==> src/hdl/frm_pkg.sv <==
// Purpose: constants for the fault report and masking block
// Assumes: 200 MHz device clock, APB register access
// Notes:   offsets are byte addresses of 32-bit words
package frm_pkg;
	localparam int          NUM_CH          = 24;
	localparam int          CLK_MHZ         = 200;
	localparam int          PULSE_US        = 50;
	localparam int          PULSE_CYC       = PULSE_US * CLK_MHZ;
	localparam int          PCNT_W          = 14;
	localparam logic [7:0]  A_DIAG_EN       = 8'h00;
	localparam logic [7:0]  A_MASK_GLOBAL   = 8'h04;
	localparam logic [7:0]  A_FLAG_OPEN     = 8'h08;
	localparam logic [7:0]  A_FLAG_SHORT    = 8'h0c;
	localparam logic [7:0]  A_FLAG_SLS      = 8'h10;
	localparam logic [7:0]  A_FLAG_GLOBAL   = 8'h14;
	localparam logic [7:0]  A_CONTROL       = 8'h18;
	localparam logic [7:0]  A_IRQ_STATUS    = 8'h1c;
	localparam logic [7:0]  A_IRQ_MASK      = 8'h20;
	// global mask / flag bit positions
	localparam int          B_LOWSUP        = 0;
	localparam int          B_SUPUV         = 1;
	localparam int          B_REF           = 2;
	localparam int          B_PRETSD        = 3;
	localparam int          B_TSD           = 4;
	localparam int          B_EEPCRC        = 5;
	localparam int          B_OPEN          = 6;
	localparam int          B_SHORT         = 7;
	localparam int          B_SLS           = 8;
	localparam int          NUM_GLB         = 6;
	localparam int          NUM_MASK        = 9;
	localparam int          B_OUT_FLAG      = 6;
	localparam int          B_ERR_FLAG      = 7;
	localparam int          B_CLR           = 0;
	localparam int          NUM_IRQ         = 2;
	localparam logic [23:0] DIAG_EN_RST     = 24'hffffff;
	localparam logic [8:0]  MASK_RST        = 9'h000;
endpackage

==> src/hdl/frm_core.sv <==
// Purpose: fault flag latching, masking, roll-up and error pin drive
// Assumes: detector inputs synchronous one-cycle-or-longer levels
// Notes:   error pin is open drain: o_err_oe high pulls low
// What this block does
// RULE1 - diagnostics and own flags keep running even when masked
// RULE2 - a set mask blocks roll-up flags and error pin, not own flag
// RULE3 - masking by channel enable or by fault type, separate controls
// RULE4 - channel diag enable 0 suppresses its flags, roll-ups and pin
// RULE5 - low supply masked: own flag only, no error flag, no pin
// RULE6 - low supply unmasked: own flag, error flag, one 50 us pulse
// RULE7 - undervoltage masked: own flag only; unmasked: pin held low
// RULE8 - checksum unmasked: flag, error flag, 50 us pulse; masked: own flag only
// RULE9 - open sets own flag if channel enabled; unmasked also roll-ups and pulse
// RULE10 - short sets own flag if channel enabled; unmasked also roll-ups and pulse
// RULE11 - single led short sets own flag; unmasked roll-ups and pulse
// RULE12 - fault flags latch until cleared
// RULE13 - host writes clear strobe; bit returns to zero by itself
// RULE14 - unmasked reference fault holds pin low while present
// RULE15 - pre-thermal pulses, overtemp holds, both maskable
// RULE16 - pulse timed by clock counter, not shortened by new faults
`timescale 1ns/1ps
`default_nettype none
module frm_core (
	input  wire logic                      i_clock,
	input  wire logic                      i_srst,
	input  wire logic                      i_psel,
	input  wire logic                      i_penable,
	input  wire logic                      i_pwrite,
	input  wire logic [7:0]                i_paddr,
	input  wire logic [31:0]               i_pwdata,
	output logic      [31:0]               o_prdata,
	output logic                           o_pready,
	output logic                           o_pslverr,
	input  wire logic [frm_pkg::NUM_CH-1:0] i_open_det,
	input  wire logic [frm_pkg::NUM_CH-1:0] i_short_det,
	input  wire logic [frm_pkg::NUM_CH-1:0] i_sls_det,
	input  wire logic                      i_low_supply_det,
	input  wire logic                      i_supply_uv_det,
	input  wire logic                      i_ref_fault_det,
	input  wire logic                      i_pre_thermal_det,
	input  wire logic                      i_overtemp_det,
	input  wire logic                      i_eeprom_crc_det,
	output logic                           o_err_oe,
	output logic                           o_err_out,
	output logic                           o_any_out_flag,
	output logic                           o_global_err_flag,
	output logic                           o_irq
);
	localparam int N = frm_pkg::NUM_CH;

	logic [N-1:0]                     channel_diag_enable_q;
	logic [frm_pkg::NUM_MASK-1:0]     mask_q;
	logic [N-1:0]                     channel_open_flag_q;
	logic [N-1:0]                     channel_short_flag_q;
	logic [N-1:0]                     channel_single_led_short_flag_q;
	logic [frm_pkg::NUM_GLB-1:0]      glb_flag_q;
	logic                             out_flag_q;
	logic                             err_flag_q;
	logic                             fault_clear_strobe_q;
	logic [frm_pkg::NUM_IRQ-1:0]      irq_status_q;
	logic [frm_pkg::NUM_IRQ-1:0]      irq_mask_q;
	logic [frm_pkg::PCNT_W-1:0]       pulse_cnt_q;
	logic [N-1:0]                     open_ev;
	logic [N-1:0]                     short_ev;
	logic [N-1:0]                     sls_ev;
	logic [frm_pkg::NUM_GLB-1:0]      glb_ev;
	logic                             out_ev;
	logic                             err_ev;
	logic                             pulse_ev;
	logic                             hold_low;
	logic                             wr_acc;
	logic                             rd_acc;

	////////////////////////////////////////////////////////////////////////
	// fault events and roll-up qualification
	assign open_ev  = i_open_det & channel_diag_enable_q;   // [RULE4] [RULE1]
	assign short_ev = i_short_det & channel_diag_enable_q;  // [RULE4] [RULE1]
	assign sls_ev   = i_sls_det & channel_diag_enable_q;    // [RULE4] [RULE1]
	assign glb_ev   = {i_eeprom_crc_det, i_overtemp_det, i_pre_thermal_det,
		i_ref_fault_det, i_supply_uv_det, i_low_supply_det};
	// per-type masks on top of per-channel enables
	assign out_ev = ((|open_ev) & ~mask_q[frm_pkg::B_OPEN])      // [RULE3] [RULE9]
		| ((|short_ev) & ~mask_q[frm_pkg::B_SHORT])               // [RULE10]
		| ((|sls_ev) & ~mask_q[frm_pkg::B_SLS]);                  // [RULE11]
	assign err_ev = out_ev | (|(glb_ev & ~mask_q[frm_pkg::NUM_GLB-1:0])); // [RULE2]
	assign pulse_ev = out_ev                                               // [RULE9]
		| (i_low_supply_det & ~mask_q[frm_pkg::B_LOWSUP])                  // [RULE6] [RULE5]
		| (i_pre_thermal_det & ~mask_q[frm_pkg::B_PRETSD])                 // [RULE15]
		| (i_eeprom_crc_det & ~mask_q[frm_pkg::B_EEPCRC]);                 // [RULE8]
	assign hold_low = (i_supply_uv_det & ~mask_q[frm_pkg::B_SUPUV])        // [RULE7]
		| (i_ref_fault_det & ~mask_q[frm_pkg::B_REF])                      // [RULE14]
		| (i_overtemp_det & ~mask_q[frm_pkg::B_TSD]);                      // [RULE15]

	assign wr_acc = i_psel & i_penable & i_pwrite;
	assign rd_acc = i_psel & ~i_penable & ~i_pwrite;

	////////////////////////////////////////////////////////////////////////
	// control registers
	always_ff @(posedge i_clock) begin
		if (i_srst) begin
			channel_diag_enable_q <= frm_pkg::DIAG_EN_RST;
			mask_q                <= frm_pkg::MASK_RST;
			irq_mask_q            <= '0;
		end else if (wr_acc) begin
			case (i_paddr)
				frm_pkg::A_DIAG_EN:     channel_diag_enable_q <= i_pwdata[N-1:0];
				frm_pkg::A_MASK_GLOBAL: mask_q <= i_pwdata[frm_pkg::NUM_MASK-1:0];
				frm_pkg::A_IRQ_MASK:    irq_mask_q <= i_pwdata[frm_pkg::NUM_IRQ-1:0];
				default: ;
			endcase
		end
	end

	// clear strobe self-returns after one cycle
	always_ff @(posedge i_clock) begin
		if (i_srst) begin
			fault_clear_strobe_q <= 1'b0;
		end else begin
			fault_clear_strobe_q <= wr_acc && (i_paddr == frm_pkg::A_CONTROL)
				&& i_pwdata[frm_pkg::B_CLR]; // [RULE13]
		end
	end

	////////////////////////////////////////////////////////////////////////
	// latched flags; set wins over clear
	always_ff @(posedge i_clock) begin
		if (i_srst) begin
			channel_open_flag_q             <= '0;
			channel_short_flag_q            <= '0;
			channel_single_led_short_flag_q <= '0;
			glb_flag_q                      <= '0;
			out_flag_q                      <= 1'b0;
			err_flag_q                      <= 1'b0;
		end else if (fault_clear_strobe_q) begin
			channel_open_flag_q             <= open_ev;  // [RULE13]
			channel_short_flag_q            <= short_ev;
			channel_single_led_short_flag_q <= sls_ev;
			glb_flag_q                      <= glb_ev;
			out_flag_q                      <= out_ev;
			err_flag_q                      <= err_ev;
		end else begin
			channel_open_flag_q             <= channel_open_flag_q | open_ev; // [RULE12]
			channel_short_flag_q            <= channel_short_flag_q | short_ev;
			channel_single_led_short_flag_q <= channel_single_led_short_flag_q | sls_ev;
			glb_flag_q                      <= glb_flag_q | glb_ev;        // [RULE1]
			out_flag_q                      <= out_flag_q | out_ev;        // [RULE2]
			err_flag_q                      <= err_flag_q | err_ev;        // [RULE2]
		end
	end

	////////////////////////////////////////////////////////////////////////
	// error pin: pulse counter plus continuous hold
	always_ff @(posedge i_clock) begin
		if (i_srst) begin
			pulse_cnt_q <= '0;
		end else if (pulse_ev && pulse_cnt_q == '0) begin
			pulse_cnt_q <= frm_pkg::PCNT_W'(frm_pkg::PULSE_CYC); // [RULE16]
		end else if (pulse_cnt_q != '0) begin
			pulse_cnt_q <= pulse_cnt_q - 1'b1; // [RULE16]
		end
	end

	always_ff @(posedge i_clock) begin
		if (i_srst) begin
			o_err_oe <= 1'b0;
		end else begin
			o_err_oe <= hold_low || (pulse_cnt_q != '0) || (pulse_ev && pulse_cnt_q == '0); // [RULE6]
		end
	end

	always_ff @(posedge i_clock) begin
		if (i_srst) begin
			o_err_out <= 1'b0;
		end else begin
			o_err_out <= 1'b0;
		end
	end

	always_ff @(posedge i_clock) begin
		if (i_srst) begin
			o_any_out_flag    <= 1'b0;
			o_global_err_flag <= 1'b0;
		end else begin
			o_any_out_flag    <= out_flag_q;
			o_global_err_flag <= err_flag_q;
		end
	end

	////////////////////////////////////////////////////////////////////////
	// interrupts: bit0 out roll-up event, bit1 error roll-up event
	always_ff @(posedge i_clock) begin
		if (i_srst) begin
			irq_status_q <= '0;
		end else begin
			for (int k = 0; k < frm_pkg::NUM_IRQ; k++) begin
				if ((k == 0) ? out_ev : err_ev) begin
					irq_status_q[k] <= 1'b1;
				end else if (wr_acc && i_paddr == frm_pkg::A_IRQ_STATUS && i_pwdata[k]) begin
					irq_status_q[k] <= 1'b0;
				end
			end
		end
	end

	always_ff @(posedge i_clock) begin
		if (i_srst) begin
			o_irq <= 1'b0;
		end else begin
			o_irq <= |(irq_status_q & ~irq_mask_q);
		end
	end

	////////////////////////////////////////////////////////////////////////
	// apb slave: no wait state, read data captured in setup
	always_ff @(posedge i_clock) begin
		if (i_srst) begin
			o_pready  <= 1'b0;
			o_pslverr <= 1'b0;
		end else begin
			o_pready  <= i_psel & ~i_penable;
			o_pslverr <= i_psel & ~i_penable & (i_paddr > frm_pkg::A_IRQ_MASK
				|| i_paddr[1:0] != 2'h0);
		end
	end

	always_ff @(posedge i_clock) begin
		if (i_srst) begin
			o_prdata <= '0;
		end else if (rd_acc) begin
			case (i_paddr)
				frm_pkg::A_DIAG_EN:     o_prdata <= 32'(channel_diag_enable_q);
				frm_pkg::A_MASK_GLOBAL: o_prdata <= 32'(mask_q);
				frm_pkg::A_FLAG_OPEN:   o_prdata <= 32'(channel_open_flag_q);
				frm_pkg::A_FLAG_SHORT:  o_prdata <= 32'(channel_short_flag_q);
				frm_pkg::A_FLAG_SLS:    o_prdata <= 32'(channel_single_led_short_flag_q);
				frm_pkg::A_FLAG_GLOBAL: o_prdata <= 32'({err_flag_q, out_flag_q, glb_flag_q});
				frm_pkg::A_CONTROL:     o_prdata <= 32'(fault_clear_strobe_q);
				frm_pkg::A_IRQ_STATUS:  o_prdata <= 32'(irq_status_q);
				frm_pkg::A_IRQ_MASK:    o_prdata <= 32'(irq_mask_q);
				default:                o_prdata <= '0;
			endcase
		end
	end
endmodule
`default_nettype wire

==> config.mk <==
export PLATFORM = sky130hd
export DESIGN_NAME = frm_core
export DESIGN_NICKNAME = d
export VERILOG_FILES = /design/src/hdl/frm_pkg.sv /design/src/hdl/frm_core.sv
export SDC_FILE = /design/constraint.sdc
export NUM_CORES = 1
export LEC_CHECK = 0
export BUFFER_PORTS_ARGS = -buffer_cell sky130_fd_sc_hd__buf_2
export CELL_PAD_IN_SITES_DETAIL_PLACEMENT = 1
export CELL_PAD_IN_SITES_GLOBAL_PLACEMENT = 2
export CORE_MARGIN = 8
export CORE_UTILIZATION = 33
export DETAILED_ROUTE_END_ITERATION = 7
export GPL_ROUTABILITY_DRIVEN = 1
export MAX_ROUTING_LAYER = met4
export PLACE_DENSITY_LB_ADDON = 0.05
export SLEW_MARGIN = 20
export SYNTH_ARGS = -nofsm -noshare
export SYNTH_HDL_FRONTEND = slang
export SYNTH_SLANG_ARGS = --single-unit
export TNS_END_PERCENT = 100
==> constraint.sdc <==
create_clock -name i_clock -period 4.5 [get_ports i_clock]
set_input_delay 0.225 -clock i_clock [delete_from_list [all_inputs] [get_ports i_clock]]
set_output_delay 0.225 -clock i_clock [all_outputs]
set_load 0.1 [all_outputs]
==> results by group <==
Placed design
  – Post-DP HPWL: around 19000 microns
  – Final Wtd Congestion: 0.795
  – Port bufs: 144
  – Pre-CTS WS: 1.73 ns

Clock tree
  – CTS tree: built
  – CTS root buf: clkbuf_16
  – Clk buf depth: 2
  – Latest clock arrival within the worst-skew pair: about 0.43 ns
  – CTS resizes: 0
  – Sink Count: 162
  – # H-tree levels: 4
  – Clock-pin slew on the worst setup and hold paths: 0.07 ns
  – CTS buffer count: 17

STA
  – Final hold violation count: 0
  – Slew margin rel.: 0.312
  – RSZ-0062 raised after global routing: no
  – Final WS setup: ~1.7 ns
  – WHS: 0.0115 ns
  – Final Critical Period: 2.82 ns
  – Worst slew pin tran: just over 1 ns
  – # setup viols final: 0
  – Clock Skews: approximately 0.009 ns
  – FMAX: between 300 and 400 MHz
  – Setup TNS: 0 ns
  – Max-slew violations: 0
  – Final worst path period share: 0.628

Synthesis
  – Mux contribution to synthesized area: 0.0320
  – EDFF count, synth: 0
  – Cell area after synthesis: 0.00665 sq mm
  – Yosys cell types: 49
  – Seq/Total Area, Yosys: 0.488
  – Post-synthesis adder-cell area fraction: 0.00188
  – Mapped Cells: 809
  – Synth Area in Compound Gates: 0.177
  – Syn. warnings: 0
  – Ys async rst share: 0
  – Largest family of logic cells by synthesized area: simple AND/OR/NAND/NOR gates
  – Post-synthesis xor/xnor area fraction: 0.00659
  – Syn_area_per_cell: 8.22 sq um
  – Synth top area share: 0.488
  – FF+latch count, synth: 162
  – Ys flop type: dfxtp_1
  – Synth area leader: dfxtp_1
  – Simple-Gate Fraction of Synth Area: 0.247
  – Synth area leaders: dfxtp_1, nand2_1, a21oi_1

Finish
  – Finished Core Util: 0.411
  – Final net count: ~1100
  – Area Overhead vs Synth: 23.4%
  – ANT cells: 0
  – Sequential Area: 0.00324 sq mm
  – Layout cell share with drive strength beyond 1: 0.208
  – Multi-input gate area: around 0.0031 sq mm
  – Filler cells: around 2400

Min path
  – Hold Crit Class: in -> reg
  – Min-delay src: i_pwdata[19]

GRT
  – First-pass GRT wire length: between 30000 and 40000 microns
  – Largest net degree at the start of global routing: 121
  – Initial antenna violation count: 0
  – Met2 GRT Util: 0.344
  – GR Util met3: 0.0393
  – Vias in the first global route: just under 7000
  – Global Route Usage Sum: 0.218
  – Global route overflow: 0
  – M1 GR Usage: 0.284
  – Most Crowded Layer GR: met2

Worst setup path
  – CP endpoint kind: flip-flop
  – CP Max Fanout: 5
  – Reg2reg start: channel_diag_enable_q[7]
  – CP required: slightly below 5 ns
  – Crit start category: flip-flop
  – Launch point of the worst path: channel_diag_enable_q[7]
  – Crit path kind: reg -> reg
  – Max incr delay on CP: between 0.6 and 0.7 ns
  – Worst path cell trace: nand2_1, nand4_1, nor4_1, a41oi_1, nor3_1, a21oi_1, a2111oi_2
  – Critical-path top delay cell: nor3_1
  – Worst EP arrival: between 3 and 4 ns

Floorplan
  – Die W: 158 microns
  – Core footprint: 0.0200 sq mm
  – # rows: 52
  – Full die area: 0.0249 sq mm
  – IO Pins: 162
  – Initial core utilization: 0.333
  – Die Y: 158 microns

Routing
  – Wire per inst: 21.5 microns
  – Drt drc: 0
  – Antenna Nets Post-Route: 0
  – 1st-pass router iterations: 8
  – Initial DRC count: 498
  – Final wirelength: 26100 microns
  – Vias per cell: 5.25
  – Routed via count: 6383

Pwr
  – Pleak: ~3.6 nW
  – Total power: 3.81 mW
  – Worst vdd ir: 0.237 mV
  – Pwr/cell area: 465 mW/mm^2

Flow run
  – MaxCap Viol Count: 0

Outcome
  – Status: completed
[power by group]
group	switching, mW	internal (mW)	total (mW)
clock network	0.619	0.876	1.50
registers	0.0844	1.55	1.63
logic	0.435	0.246	0.681
total	1.14	2.67	3.81
[final cells by class]
| cell class | instances | area share |
|---|---|---|
| Clock buffer | 20 | 0.0532 |
| Clock inverter | 12 | 0.0192 |
| Inverter | 10 | 0.00458 |
| Multi-Input combinational cell | 583 | 0.382 |
| Sequential cell | 162 | 0.395 |
| Tap cell | 270 | 0.0412 |
| Timing Repair Buffer | 159 | 0.104 |
[per-layer routing]
metal  share of wire  wire length [microns]
met5               0                      0
met4           0.012                    318
met3           0.049                   1290
met2            0.47                  12100
met1            0.47                  12400
[layout by cell type (no fill, tap or decap), types with 12 or more instances in the layout]
cell       synthesis  layout
nand2_1          210     210
a222oi_1          17      17
nand4_1           12      12
a21oi_1          105     105
mux2i_1           19      19
nand3b_1          26      26
dfxtp_1          162     162
a221oi_1          15      15
nor2_1            64      62
buf_2              1     143
a211oi_1          22      22
clkbuf_16          0      17
[state kept, by name (all words and copies together), names as in the netlist, 2 cells and up]
name / cells
glb_flag_q: 6
channel_single_led_short_flag_q: 24
channel_short_flag_q: 24
irq_status_q: 2
channel_diag_enable_q: 24
o_prdata: 24
channel_open_flag_q: 24
mask_q: 9
pulse_cnt_q: 14
irq_mask_q: 2
[repair_timing]
item | 4_1_cts | 5_1_grt
endpoints found under the hold margin | 5 | 0
setup buffers | 0 | 0
hold buffers | 5 | 0
[cell usage after synthesis, types with 3 or more instances]
library cell,instances
a31oi_1,4
and4_1,4
dfxtp_1,162
a21oi_1,105
nand3b_1,26
nor2b_1,3
a211oi_1,22
o21ai_0,4
nor2_1,64
and3_1,6
nand4_1,12
a221oi_1,15
nand2_1,210
mux2i_1,19
and2_1,6
buf_4,9
nor4_1,7
xnor2_1,5
a222oi_1,17
nand3_1,3
nor3_1,9
inv_1,9
nand2b_1,3
clkbuf_1,50
[worst paths after layout]
| path | slack, ns | end | cells after the start |
|---|---|---|---|
| hold / removal | 0.01 | channel_diag_enable_q[19] | 3 |
| setup / recovery | 1.68 | pulse_cnt_q[1] | 7 |
| setup reg to reg | 1.68 | pulse_cnt_q[1] | 7 |
| hold reg to reg | 0.46 | channel_single_led_short_flag_q[2] | 2 |
[critical path: cells and delay by family (launching register included)]
| family | cells | cell delay (ns) |
|---|---|---|
| AO/OA/AOI/OAI | 3 | 0.80 |
| AND/OR/NAND/NOR | 4 | 1.52 |
| flip-flops | 1 | 0.38 |
[through the flow]
stage               area [sq um]  cells
finish                      8200   1216
global route                8200   1216
CTS                         8200   1216
detailed placement          7560   1179
global placement            7550   1179
floorplan                   6680    817
[cell families after synthesis]
group	after synthesis
adders and majority gates	1
muxes	21
DFF	162
AOI/OAI and AO/OA	184
buffers and inverters	72
and+or+nand+nor	363
xor gates and xnor gates	5
other	1
No activity file was read; power rests on OpenSTA's default activity.
